==> src/dtc_defines.svh <==
// Purpose: Constants for the dual counter/timer block
// Assumes: Byte-wide registers, one per aligned 32-bit Wishbone word
// Notes: Offsets are byte addresses
// Functional notes
// Each 16-bit count read as two bytes
// Four modes per timer, independently configured
// Mode 0 is 13 bits: high byte, low[4:0]
// Software ignores low byte bits 7 to 5
// 13-bit wrap sets overflow flag, requests interrupt
// Counter mode counts count-pin falling edges
// Timer mode uses system clock or prescaler
// Count only when run and gate allow
// Per-timer gate polarity bit sets active level
// Run bit never clears the count
// Timer 1 mirrors Timer 0 with own bits; the code shares the prescaler scale field clkCtlR[1:0] between both timers
// Overflow interrupt only when its enable set
// Pins synchronised, each falling edge counts once
`ifndef DTC_DEFINES_SVH
`define DTC_DEFINES_SVH

`define DTC_ADR_CONTROL 8'h00
`define DTC_ADR_MODE 8'h04
`define DTC_ADR_LOW0 8'h08
`define DTC_ADR_LOW1 8'h0C
`define DTC_ADR_HIGH0 8'h10
`define DTC_ADR_HIGH1 8'h14
`define DTC_ADR_CLKCTL 8'h18
`define DTC_ADR_EXTCFG 8'h1C
`define DTC_ADR_IRQEN 8'h20
`define DTC_ADR_STATUS 8'h24

// Control register: run and flag bit of each timer
`define DTC_CTL_RUN0 4
`define DTC_CTL_FLAG0 5
`define DTC_CTL_RUN1 6
`define DTC_CTL_FLAG1 7
// Mode register: one nibble per timer
`define DTC_MODE_NIB 4
`define DTC_MODE_CT 2
`define DTC_MODE_GATE 3
// Clock control: scale field and system clock selects
`define DTC_CKC_SYS0 3
`define DTC_CKC_SYS1 4
// Ext input config: gate polarity bits, 1 = active high
`define DTC_EXT_POL0 3
`define DTC_EXT_POL1 7
// Prescaler width; scale code k divides by 2^(k+2)
`define DTC_PRE_W 5
`define DTC_PRE_BASE 2

`define DTC_RST_BYTE 8'h00
`define DTC_BYTE_ONES 8'hFF
`define DTC_LOW5_ONES 5'h1F

`endif

==> src/dtc_pkg.sv <==
// Purpose: Types for the dual counter/timer block
// Assumes: Nothing
// Notes: Mode codes follow the two mode-select bits
package dtc_pkg;

  typedef enum logic [1:0]
  {
    DTC_MODE13 = 2'h0,
    DTC_MODE16 = 2'h1,
    DTC_MODE8R = 2'h2,
    DTC_MODESPLIT = 2'h3
  } dtc_mode_type;

endpackage : dtc_pkg

==> src/dtc_timer.sv <==
// Purpose: Two counter/timers with Wishbone registers and one interrupt
// Assumes: Pins are asynchronous to core_clk; classic Wishbone master
// Notes: Ack comes one edge after request; write commits at that edge
`include "dtc_defines.svh"

module dtc_timer
  import dtc_pkg::*;
#(
  parameter int ADDR_W = 8
)
(
  input wire logic core_clk,
  input wire logic rst,
  input wire logic wbCyc,
  input wire logic wbStb,
  input wire logic wbWe,
  input wire logic [ADDR_W-1:0] wbAdr,
  input wire logic [3:0] wbSel,
  input wire logic [31:0] wbDatIn,
  output logic [31:0] wbDatOut,
  output logic wbAck,
  input wire logic countPin0,
  input wire logic countPin1,
  input wire logic gatePin0,
  input wire logic gatePin1,
  output logic irq
);

  ////////////////////////////////////////////////////////////////////////
  // Count step and wrap detect per mode

  function automatic logic [15:0] dtcStep
  (
    input logic [15:0] v,
    input dtc_mode_type m
  );
    logic [15:0] r;
    r = v;
    case (m)
      DTC_MODE13:
      begin
        r[4:0] = v[4:0] + 5'h01;
        if (v[4:0] == `DTC_LOW5_ONES)
          r[15:8] = v[15:8] + 8'h01;
      end
      DTC_MODE16: r = v + 16'h0001;
      DTC_MODE8R:
        r[7:0] = (v[7:0] == `DTC_BYTE_ONES) ? v[15:8] : v[7:0] + 8'h01;
      default: r[7:0] = v[7:0] + 8'h01;
    endcase
    return r;
  endfunction : dtcStep

  function automatic logic dtcWraps
  (
    input logic [15:0] v,
    input dtc_mode_type m
  );
    logic w;
    case (m)
      DTC_MODE13:
        w = (v[15:8] == `DTC_BYTE_ONES) && (v[4:0] == `DTC_LOW5_ONES);
      DTC_MODE16: w = (v == 16'hFFFF);
      default: w = (v[7:0] == `DTC_BYTE_ONES);
    endcase
    return w;
  endfunction : dtcWraps

  ////////////////////////////////////////////////////////////////////////
  // Registers

  logic ackR;
  logic [31:0] datOutR;
  logic irqR;
  logic [15:0] countR [2];
  logic [1:0] runR;
  logic [1:0] flagR;
  logic [7:0] modeR;
  logic [7:0] clkCtlR;
  logic [7:0] extCfgR;
  logic [1:0] irqEnR;
  logic [2:0] cntSyncR [2];
  logic [1:0] gateSyncR [2];
  logic [`DTC_PRE_W-1:0] preR;

  logic access;
  logic wrByte;
  logic [7:0] wrData;
  logic [7:0] rdByte;
  logic [1:0] wrLow;
  logic [1:0] wrHigh;
  logic [1:0] fallEdge;
  logic [1:0] gateOk;
  logic [1:0] countEn;
  logic [1:0] tick;
  logic [1:0] wrapNow;
  logic [1:0] sysSel;
  logic [1:0] gatePol;
  logic preTick;
  dtc_mode_type tMode [2];

  assign wbAck = ackR;
  assign wbDatOut = datOutR;
  assign irq = irqR;

  ////////////////////////////////////////////////////////////////////////
  // Wishbone slave

  assign access = wbCyc && wbStb && !ackR;
  assign wrByte = access && wbWe && wbSel[0];
  assign wrData = wbDatIn[7:0];
  assign wrLow[0] = wrByte && (wbAdr == `DTC_ADR_LOW0);
  assign wrLow[1] = wrByte && (wbAdr == `DTC_ADR_LOW1);
  assign wrHigh[0] = wrByte && (wbAdr == `DTC_ADR_HIGH0);
  assign wrHigh[1] = wrByte && (wbAdr == `DTC_ADR_HIGH1);

  always_comb
  begin
    case (wbAdr)
      `DTC_ADR_CONTROL:
        rdByte = {flagR[1], runR[1], flagR[0], runR[0], 4'h0};
      `DTC_ADR_MODE: rdByte = modeR;
      `DTC_ADR_LOW0: rdByte = countR[0][7:0];
      `DTC_ADR_LOW1: rdByte = countR[1][7:0];
      `DTC_ADR_HIGH0: rdByte = countR[0][15:8];
      `DTC_ADR_HIGH1: rdByte = countR[1][15:8];
      `DTC_ADR_CLKCTL: rdByte = clkCtlR;
      `DTC_ADR_EXTCFG: rdByte = extCfgR;
      `DTC_ADR_IRQEN: rdByte = {6'h00, irqEnR};
      `DTC_ADR_STATUS: rdByte = {6'h00, flagR};
      default: rdByte = `DTC_RST_BYTE;
    endcase
  end

  always_ff @(posedge core_clk or posedge rst)
  begin
    if (rst)
    begin
      ackR <= 1'b0;
      datOutR <= 32'h0000_0000;
    end
    else
    begin
      ackR <= access;
      if (access && !wbWe)
        datOutR <= {24'h00_0000, rdByte};
    end
  end

  // Configuration registers
  always_ff @(posedge core_clk or posedge rst)
  begin
    if (rst)
    begin
      runR <= 2'h0;
      modeR <= `DTC_RST_BYTE;
      clkCtlR <= `DTC_RST_BYTE;
      extCfgR <= `DTC_RST_BYTE;
      irqEnR <= 2'h0;
    end
    else if (wrByte)
    begin
      case (wbAdr)
        `DTC_ADR_CONTROL:
        begin
          runR[0] <= wrData[`DTC_CTL_RUN0];
          runR[1] <= wrData[`DTC_CTL_RUN1];
        end
        `DTC_ADR_MODE: modeR <= wrData;
        `DTC_ADR_CLKCTL: clkCtlR <= wrData;
        `DTC_ADR_EXTCFG: extCfgR <= wrData;
        `DTC_ADR_IRQEN: irqEnR <= wrData[1:0];
        default: ;
      endcase
    end
  end

  ////////////////////////////////////////////////////////////////////////
  // Pin synchronisers and prescaler

  always_ff @(posedge core_clk or posedge rst)
  begin
    if (rst)
    begin
      cntSyncR[0] <= 3'h7;
      cntSyncR[1] <= 3'h7;
      gateSyncR[0] <= 2'h0;
      gateSyncR[1] <= 2'h0;
    end
    else
    begin
      cntSyncR[0] <= {cntSyncR[0][1:0], countPin0};
      cntSyncR[1] <= {cntSyncR[1][1:0], countPin1};
      gateSyncR[0] <= {gateSyncR[0][0], gatePin0};
      gateSyncR[1] <= {gateSyncR[1][0], gatePin1};
    end
  end

  always_ff @(posedge core_clk or posedge rst)
  begin
    if (rst)
      preR <= '0;
    else
      preR <= preR + 1'b1;
  end

  // Scale code k ticks once every 2^(k+2) cycles
  always_comb
  begin
    preTick = 1'b1;
    for (int i = 0; i < `DTC_PRE_W; i++)
    begin
      if (i < int'(clkCtlR[1:0]) + `DTC_PRE_BASE && !preR[i])
        preTick = 1'b0;
    end
  end

  ////////////////////////////////////////////////////////////////////////
  // Count enable and tick selection

  assign sysSel = {clkCtlR[`DTC_CKC_SYS1], clkCtlR[`DTC_CKC_SYS0]};
  assign gatePol = {extCfgR[`DTC_EXT_POL1], extCfgR[`DTC_EXT_POL0]};

  always_comb
  begin
    for (int t = 0; t < 2; t++)
    begin
      tMode[t] = dtc_mode_type'(modeR[t*`DTC_MODE_NIB +: 2]);
      fallEdge[t] = cntSyncR[t][2] && !cntSyncR[t][1];
      gateOk[t] = !modeR[t*`DTC_MODE_NIB + `DTC_MODE_GATE]
        || (gateSyncR[t][1] == gatePol[t]);
      countEn[t] = runR[t] && gateOk[t];
      if (modeR[t*`DTC_MODE_NIB + `DTC_MODE_CT])
        tick[t] = countEn[t] && fallEdge[t];
      else
        tick[t] = countEn[t] && (sysSel[t] || preTick);
      wrapNow[t] = tick[t] && dtcWraps(countR[t], tMode[t]);
    end
  end

  ////////////////////////////////////////////////////////////////////////
  // Counters: software writes win over a count step

  always_ff @(posedge core_clk or posedge rst)
  begin
    if (rst)
    begin
      countR[0] <= 16'h0000;
      countR[1] <= 16'h0000;
    end
    else
    begin
      for (int t = 0; t < 2; t++)
      begin
        if (wrLow[t])
          countR[t][7:0] <= wrData;
        else if (wrHigh[t])
          countR[t][15:8] <= wrData;
        else if (tick[t])
          countR[t] <= dtcStep(countR[t], tMode[t]);
      end
    end
  end

  ////////////////////////////////////////////////////////////////////////
  // Overflow flags, cleared by writing one; a new wrap wins

  always_ff @(posedge core_clk or posedge rst)
  begin
    if (rst)
    begin
      flagR <= 2'h0;
    end
    else
    begin
      for (int t = 0; t < 2; t++)
      begin
        if (wrapNow[t])
          flagR[t] <= 1'b1;
        else if (wrByte && (wbAdr == `DTC_ADR_STATUS) && wrData[t])
          flagR[t] <= 1'b0;
      end
    end
  end

  always_ff @(posedge core_clk or posedge rst)
  begin
    if (rst)
      irqR <= 1'b0;
    else
      irqR <= |(flagR & irqEnR);
  end
endmodule : dtc_timer

==> config.mk <==
export PLATFORM = sky130hd
export DESIGN_NAME = dtc_timer
export DESIGN_NICKNAME = d
export VERILOG_FILES = /design/src/dtc_pkg.sv /design/src/dtc_timer.sv
export VERILOG_INCLUDE_DIRS = /design/src /design/src/src
export SDC_FILE = /design/constraint.sdc
export NUM_CORES = 1
export LEC_CHECK = 0
export BUFFER_PORTS_ARGS = -buffer_cell sky130_fd_sc_hd__buf_2
export CORE_AREA = 2 2 106 108
export DETAILED_ROUTE_END_ITERATION = 10
export DIE_AREA = 0 0 108 110
export PLACE_DENSITY = 0.76
export REMOVE_ABC_BUFFERS = 1
export SYNTH_ARGS = -nofsm -noshare
export SYNTH_HDL_FRONTEND = slang
export SYNTH_SLANG_ARGS = --single-unit
==> constraint.sdc <==
create_clock -name core_clk -period 8.9 [get_ports core_clk]
set_clock_uncertainty 0.2 [all_clocks]
set_input_delay 1.335 -clock core_clk [delete_from_list [all_inputs] [get_ports core_clk]]
set_output_delay 1.335 -clock core_clk [all_outputs]
set_load 0.1 [all_outputs]
==> results of run 1 <==
layout make-up:
type | instances | area, um2 | share of cell area
Clock buffer | 11 | 151 | 0.0251
Tap cell | 140 | 175 | 0.0290
Clock inverter | 5 | 41.3 | 0.00684
Timing Repair Buffer | 36 | 183 | 0.0303
Sequential cell | 87 | 2180 | 0.362
Inverter | 17 | 65.1 | 0.0108
Multi-Input combinational cell | 473 | 3240 | 0.536
metal layers:
layer  wire length (um)  track usage  share of wire
met1               6470        0.373           0.43
met2               6730        0.414           0.45
met3               1230       0.0400          0.082
met4                599        0.124          0.040
met5                  0            0              0
logic make-up after synthesis:
logic type,after synthesis,synth area share
DFF,87,0.382
other,1,0.000656
muxes,55,0.105
AOI/OAI and AO/OA,135,0.154
xor gates and xnor gates,21,0.0322
buffers and inverters,68,0.0664
and+or+nand+nor,223,0.226
adders and majority gates,15,0.0329
placed cells by master (no fill, tap or decap), types with 6 or more instances in the layout:
| cell type | Yosys | layout |
|---|---|---|
| a31oi_1 | 9 | 9 |
| o21ai_0 | 50 | 50 |
| mux2_2 | 31 | 31 |
| ha_1 | 15 | 15 |
| a22oi_1 | 9 | 9 |
| xor2_1 | 6 | 6 |
| o22ai_1 | 9 | 9 |
| nand3_1 | 25 | 25 |
| buf_2 | 12 | 35 |
| dfstp_2 | 6 | 6 |
| a22o_1 | 8 | 8 |
| nor4_1 | 7 | 7 |
| mux2i_1 | 23 | 23 |
| dfrtp_1 | 81 | 81 |
| and3_1 | 6 | 6 |
| conb_1 | 1 | 24 |
| inv_1 | 17 | 16 |
| nand4_1 | 18 | 18 |
| nor3_1 | 10 | 10 |
| a21oi_1 | 13 | 13 |
| nor2b_1 | 7 | 7 |
| nor2_1 | 29 | 29 |
| nand2_1 | 70 | 70 |
| xnor2_1 | 15 | 15 |
| o21ai_1 | 8 | 8 |
| clkbuf_8 | 0 | 11 |
power groups by stage:
stage	sequential [uW]	combinational, uW	clock, uW
after floorplan	443	112	0
after global placement	454	144	0
after detailed placement	454	148	0
after CTS	447	147	280
after global routing	451	164	294
final	447	149	276
registers in the layout, summed over array words and instances, names as in the netlist, 2 cells and up:
signal,cells
extCfgR,8
modeR,8
irqEnR,2
countR,32
flagR,2
runR,2
wbDatOut,8
cntSyncR,6
preR,5
gateSyncR,4
clkCtlR,8
worst max-delay path, cell delays in order:
cell     delay (ps)
buf_2           170
nor4_4          910
nand2_2         220
nor2_2          590
nor4_1          180
xnor2_1         160
o21ai_0         170
metrics by stage:
stage	utilization	hold slack [ps]
after floorplan	-	131
after global placement	0.546	135
after detailed placement	0.546	138
after CTS	0.564	160
after global routing	0.564	163
final	0.564	157
path summary, 6_finish.rpt:
| kind | to | slack [ps] | cells past startpoint |
|---|---|---|---|
| worst min register to register | gateSyncR[3]$_DFF_PP0_ | 160 | 0 |
| max in group asynchronous | countR[1]$_DFFE_PP0P_ | 6680 | 3 |
| worst min-delay path | gateSyncR[3]$_DFF_PP0_ | 160 | 0 |
| worst max-delay path | countR[13]$_DFFE_PP0P_ | 5250 | 7 |
| min in group asynchronous | countR[14]$_DFFE_PP0P_ | 1100 | 3 |
| worst max register to register | countR[31]$_DFFE_PP0P_ | 6170 | 10 |
==> impl_metrics.yaml, run 1 <==
logic_synthesis:
  ys_ff_latch: 87
  synth_most_common_cell: "dfrtp_1"
  async_flop_share: 1.00
  synth_top_flop_cell: "dfrtp_1"
  synth_top_area_share: 0.355
  synth_top_cell_by_area: "dfrtp_1"
  synthTopCellsByArea: "dfrtp_1 (35%), mux2_2 (6.1%), nand2_1 (4.6%), o21ai_0 (4.4%), mux2i_1 (4.0%)"
  synth_common_cells: "dfrtp_1 (81), nand2_1 (70), o21ai_0 (50), mux2_2 (31)"
  synthCells: 605
  ys_seq_area_frac: 0.382
  postSynthAreaPerCell_um2: 9.44
  synth.distinct_cells: 73
  ys_warn_count: 0
  synth_area_um2: 5710
  synth-edff-count: 0
pwr:
  pwr-share-comb: 0.171
  seqPwrFrac: 0.513
  peakVddDrop_uv: 99.2
  p_per_area_nw_per_um2: 144
  power_leakage_uw: 0.00252
  power.total_uw: 871
  switching_share: 0.341
  p_int_uw: 574
  clockPowerShare: 0.316
  switching_power_uw: 297
worst_setup_path:
  cp-end-kind: "register"
  crit_fanout: 18
  cp_data_required_time_ps: 9000
  arrival_ps: 3750
  worstSetupStartpoint: "wbAdr[5]"
  crit_path_start_kind: "input pin"
  r2r_start: "countR[16]$_DFFE_PP0P_"
  crit_type: "in2reg"
detailed_routing:
  wl_um: 15000
  vias: 4794
  drc: 0
  ant_nets: 0
  wl_per_cell_um: 19.5
  dr.pass1.iters: 5
  drt_iter0_markers: 514
  vias_per_cell: 6.23
clock_tree:
  clk_pin_slew_ps: 90
  cts_tree: "built"
  htreeDepth: 3
  cts_root_buf: "clkbuf_8"
  insertion_delay_ps: 380
  clock-sinks: 87
  cts_setup_buffers: 0
  clk_path_buf_depth: 2
  cts_resized: 0
  cts_hold_buf: 0
  cts_buffers: 9
placement:
  gp_congestion: 0.936
  dpl_worst_slack_ps: 4890
  place_inst: 753
  portBuffers: 35
  placed_cell_area_um2: 5840
  dp_hpwl_um: 10600
floorplanning:
  core-area_um2: 10700
  rows: 38
  ioPinCount: 87
  start_util: 0.534
  dieWidth_um: 108
  die_area_um2: 11900
  die_h_um: 110
global_routing:
  grt_usage: 0.268
  grt_pass1_vias: 4587
  grt_overflow: 0
  grt_pass1_wl_um: 24000
  grt_max_degree: 88
  antenna_found_initial: 0
layout:
  design_area_um2: 6040
  final_nets: 692
  fin_cells: 769
  fillers: 957
  area_delta_synth_final_pct: 5.65
  diodes: 0
  drive_above_1_share: 0.196
timing:
  period_minus_slack_ps: 3650
  finalMaxSlewViolations: 0
  rsz0062_at_grt: "false"
  max_freq_ghz: 0.274
  fin_crit_sh: 0.410
  worstMarginPinSlew_ps: 1120
  hold_viol: 0
  tns_ps: 0
  slew_headroom: 0.253
  finalSetupViolCount: 0
  finalWorstSetupSlack_ps: 5250
min_path:
  hp-start: "gateSyncR[2]$_DFF_PP0_"
  hp-class: "reg2reg"
run_status:
  status: "finished, final reports clean"
job:
  drv_cap: 0
Note: power is estimated with default switching activity, not from simulation.
==> inputs of run 2 (changes only) <==
- clock period: 8.9 -> 3.6 ns (I/O delays scaled with it)
==> impl_metrics.yaml, run 2 (same netlist as run 1, synthesis figures left out) <==
run_status:
  status: "finished, final reports clean"
placement:
  portBuffers: 35
  dp_hpwl_um: 11100
  gp_congestion: 0.983
  place_inst: 763
floorplanning:
  rows: 38
  dieWidth_um: 108
  die_area_um2: 11900
  ioPinCount: 87
  die_h_um: 110
  start_util: 0.534
  core-area_um2: 10700
timing:
  worstMarginPinSlew_ps: 900
  finalSetupViolCount: 0
  hold_viol: 0
  fin_crit_sh: 0.752
  finalMaxSlewViolations: 0
  rsz0062_at_grt: "false"
  max_freq_ghz: 0.369
  tns_ps: 0
  period_minus_slack_ps: 2710
  slew_headroom: 0.400
pwr:
  power.total_uw: 2140
  power_leakage_uw: 0.00257
  peakVddDrop_uv: 229
  p_per_area_nw_per_um2: 350
clock_tree:
  cts_hold_buf: 0
  cts_buffers: 9
  clk_pin_slew_ps: 100
  cts_root_buf: "clkbuf_8"
  cts_resized: 0
  cts_setup_buffers: 0
  htreeDepth: 3
  clock-sinks: 87
  insertion_delay_ps: 370
  cts_tree: "built"
  clk_path_buf_depth: 2
layout:
  largest_register_ffs: 32
  top_register: "countR"
  final_common_cell: "dfrtp_1"
  area_delta_synth_final_pct: 6.77
  final_nets: 702
  fin_util: 0.570
  fin_cells: 779
  fillers: 962
  drive_above_1_share: 0.207
  mostFrequentLayoutCells: "dfrtp_1 (81), nand2_1 (70), o21ai_0 (50)"
  diodes: 0
global_routing:
  antenna_found_initial: 0
  grt_overflow: 0
  grt_usage: 0.275
  grt_max_degree: 52
  grt_pass1_vias: 4580
  grt_pass1_wl_um: 24500
detailed_routing:
  dr.pass1.iters: 5
  ant_nets: 0
  drc: 0
  vias_per_cell: 6.23
  wl_per_cell_um: 19.7
  drt_iter0_markers: 465
  wl_um: 15400
  vias: 4855
worst_setup_path:
  arrival_ps: 2760
  cp_data_required_time_ps: 3650
  crit_fanout: 9
  crit_path_start_kind: "register"
  crit_type: "reg2reg"
  cp-end-kind: "register"
min_path:
  hp-class: "in2reg"
job:
  drv_cap: 0
## run 2: cell types whose count changed in the layout (fill, tap and decap cells not counted)
cell | previous run | this run
buf_4 | 1 | 11
clkbuf_8 | 11 | 9
inv_6 | 1 | 3
clkinvlp_4 | 2 | 1
inv_8 | 0 | 1
clkinv_4 | 2 | 1
clkbuf_1 | 0 | 1
## run 2: worst paths after layout
check | from | to | slack [ps] | cells after the start
hold / removal | countPin1 | cntSyncR[0]$_DFF_PP1_ | 50 | 1
min in group asynchronous | rst | gateSyncR[1]$_DFF_PP0_ | 130 | 2
setup / recovery | countR[16]$_DFFE_PP0P_ | countR[31]$_DFFE_PP0P_ | 890 | 10
hold reg to reg | gateSyncR[0]$_DFF_PP0_ | gateSyncR[1]$_DFF_PP0_ | 160 | 0
max in group asynchronous | rst | cntSyncR[5]$_DFF_PP1_ | 2240 | 3
setup reg to reg | countR[16]$_DFFE_PP0P_ | countR[31]$_DFFE_PP0P_ | 890 | 10
## run 2: cell type report
| class | instances | area, um2 | area share |
|---|---|---|---|
| sequential | 87 | 2180 | 0.358 |
| timing repair buffer | 46 | 258 | 0.0423 |
| tap | 140 | 175 | 0.0287 |
| inverter | 17 | 65.1 | 0.0107 |
| multi-input combinational | 473 | 3240 | 0.530 |
| clock buffer | 10 | 128 | 0.0209 |
| clock inverter | 6 | 53.8 | 0.00882 |
## run 2: metrics by stage
stage | area, um2 | setup slack, ps | hold WS [ps]
3_5_place_dp | 5920 | 963 | 139
6_report | 6100 | 892 | 53.5
4_1_cts | 6100 | 924 | 40.6
5_1_grt | 6100 | 694 | 39.6
3_3_place_gp | 5920 | 989 | 133
2_1_floorplan | 5480 | 620 | 131
## run 2: routing by layer
metal,vias up,part of all wire,global-route usage
li1,2223,-,-
met1,2359,0.44,0.392
met2,239,0.45,0.431
met3,34,0.086,0.0359
met4,0,0.023,0.103
met5,-,0,0
## run 2: critical path: stages (launching register included)
cell	delay, ps
dfrtp_1	490
ha_1	230
nand3_1	170
inv_1	150
ha_1	160
nand2_1	70
o21ai_0	130
nand4_2	290
nor4_1	460
xnor2_1	170
o21ai_1	70
## run 2: power by group
part           total, uW  switching (uW)  leakage (uW)  internal (uW)
clock network        658             393     0.0000898            265
registers           1110            87.0       0.00113           1020
logic                371             265       0.00134            106
==> inputs of run 3 (changes only) <==
- CORE_AREA: 2 2 106 108 -> 2 2 108 110
- DIE_AREA: 0 0 108 110 -> 0 0 110 112
- clock period: 3.6 -> 2.3 ns (I/O delays scaled with it)
==> impl_metrics.yaml, run 3 (same netlist as run 1, synthesis figures left out) <==
clock_tree:
  cts_root_buf: "clkbuf_16"
  insertion_delay_ps: 350
  clk_pin_slew_ps: 70
  cts_buffers: 9
  htreeDepth: 3
  clk_path_buf_depth: 2
  clock-sinks: 87
  cts_tree: "built"
layout:
  largest_register_ffs: 32
  diodes: 0
  area_delta_synth_final_pct: 19.4
  final_nets: 757
  drive_above_1_share: 0.278
  mostFrequentLayoutCells: "dfrtp_1 (81), nand2_1 (69), buf_4 (53)"
  top_register: "countR"
  final_common_cell: "dfrtp_1"
  fin_cells: 837
detailed_routing:
  vias_per_cell: 6.08
  drt_iter0_markers: 587
  ant_nets: 0
  wl_per_cell_um: 19.9
  dr.pass1.iters: 5
  vias: 5092
  drc: 0
  wl_um: 16700
global_routing:
  grt_usage: 0.281
  grt_max_degree: 88
  grt_pass1_vias: 4909
  antenna_found_initial: 0
  grt_pass1_wl_um: 26200
  grt_overflow: 0
floorplanning:
  ioPinCount: 87
  rows: 39
  dieWidth_um: 110
  die_area_um2: 12300
  start_util: 0.511
  die_h_um: 112
  core-area_um2: 11200
timing:
  rsz0062_at_grt: "true"
  fin_hold_ws_ps: 64.7
  finalSetupViolCount: 0
  period_minus_slack_ps: 2260
  finalMaxSlewViolations: 0
  slew_headroom: 0.564
  worstMarginPinSlew_ps: 652
  fin_crit_sh: 0.983
  hold_viol: 0
  max_freq_ghz: 0.442
placement:
  dp_hpwl_um: 11700
  gp_congestion: 0.981
  place_inst: 811
  portBuffers: 35
worst_setup_path:
  arrival_ps: 2300
  crit_fanout: 6
  cp_data_required_time_ps: 2340
  crit_type: "reg2reg"
  reg2reg_depth: 8
  crit_path_start_kind: "register"
  rrSetupSlack_ps: 40
  rr_endpoint: "countR[10]$_DFFE_PP0P_"
  cp-end-kind: "register"
  r2r_start: "countR[0]$_DFFE_PP0P_"
pwr:
  peakVddDrop_uv: 362
  power_leakage_uw: 0.00293
  p_per_area_nw_per_um2: 575
min_path:
  hp-class: "in2reg"
  hold_path_end: "wbAck$_DFF_PP0_"
  hold_depth: 3
  hp-start: "wbCyc"
run_status:
  status: "finished, final reports clean"
job:
  drv_cap: 0
## run 3: worst max-delay path by stage
stage                             end  depth (start not counted)                   start  slack (ps)
3_5_place_dp   countR[31]$_DFFE_PP0P_                         10  countR[16]$_DFFE_PP0P_         -70
6_report       countR[10]$_DFFE_PP0P_                          8   countR[0]$_DFFE_PP0P_          40
5_1_grt        countR[29]$_DFFE_PP0P_                         11  countR[17]$_DFFE_PP0P_         -90
2_1_floorplan  clkCtlR[0]$_DFFE_PP0P_                          1                     rst        -490
4_1_cts        countR[26]$_DFFE_PP0P_                         11  countR[16]$_DFFE_PP0P_          20
3_3_place_gp   countR[31]$_DFFE_PP0P_                         10  countR[16]$_DFFE_PP0P_          20
## run 3: worst max-delay path, cell delays in order (launching register included)
cell     delay (ps)
dfrtp_1         390
ha_1            220
and3_1          180
ha_1            210
mux2_2          300
nand2_4         130
o21ai_1         140
and2_1          240
a21o_1          160
## run 3: final cells by class
class	count	area (um2)
inverters	17	65.1
well taps	143	179
multi-input cells	473	3340
clock inverters	6	70.1
flip-flops and latches	87	2180
fillers	900	4350
clock buffers	10	229
repair buffers	101	759
## run 3: report_power, final
part / switching [uW] / total, uW / internal (uW) / leakage [uW]
registers: 106 / 1710 / 1600 / 0.00113
clock network: 653 / 1500 / 850 / 0.000136
logic: 471 / 710 / 239 / 0.00166
total: 1230 / 3920 / 2690 / 0.00293
## run 3: repair_timing
action	CTS	global route
endpoints found under the hold margin	85	0
gates resized for setup	3	20
buffers inserted	2	2
endpoints found under the setup margin	8	19
pin swaps	2	5
hold buffers	5	0
gates cloned	0	1
## run 3: routing by layer
layer / vias to the layer above / global-route usage / share of wire
met4: 0 / 0.127 / 0.029
met2: 281 / 0.421 / 0.46
met5: - / 0 / 0
met1: 2443 / 0.395 / 0.42
met3: 35 / 0.0498 / 0.089
li1: 2333 / - / -
## run 3: through the flow
stage	setup slack [ps]	power [uW]	utilization	setup TNS, ps	instance area (um2)
2_1_floorplan	-485	2150	-	-45820	5480
3_3_place_gp	17.4	2410	0.566	0	6320
3_5_place_dp	-71.6	2430	0.566	-156	6320
4_1_cts	20.7	3930	0.601	0	6710
5_1_grt	-89.8	4070	0.611	-145	6820
6_report	38.7	3920	0.611	0	6820
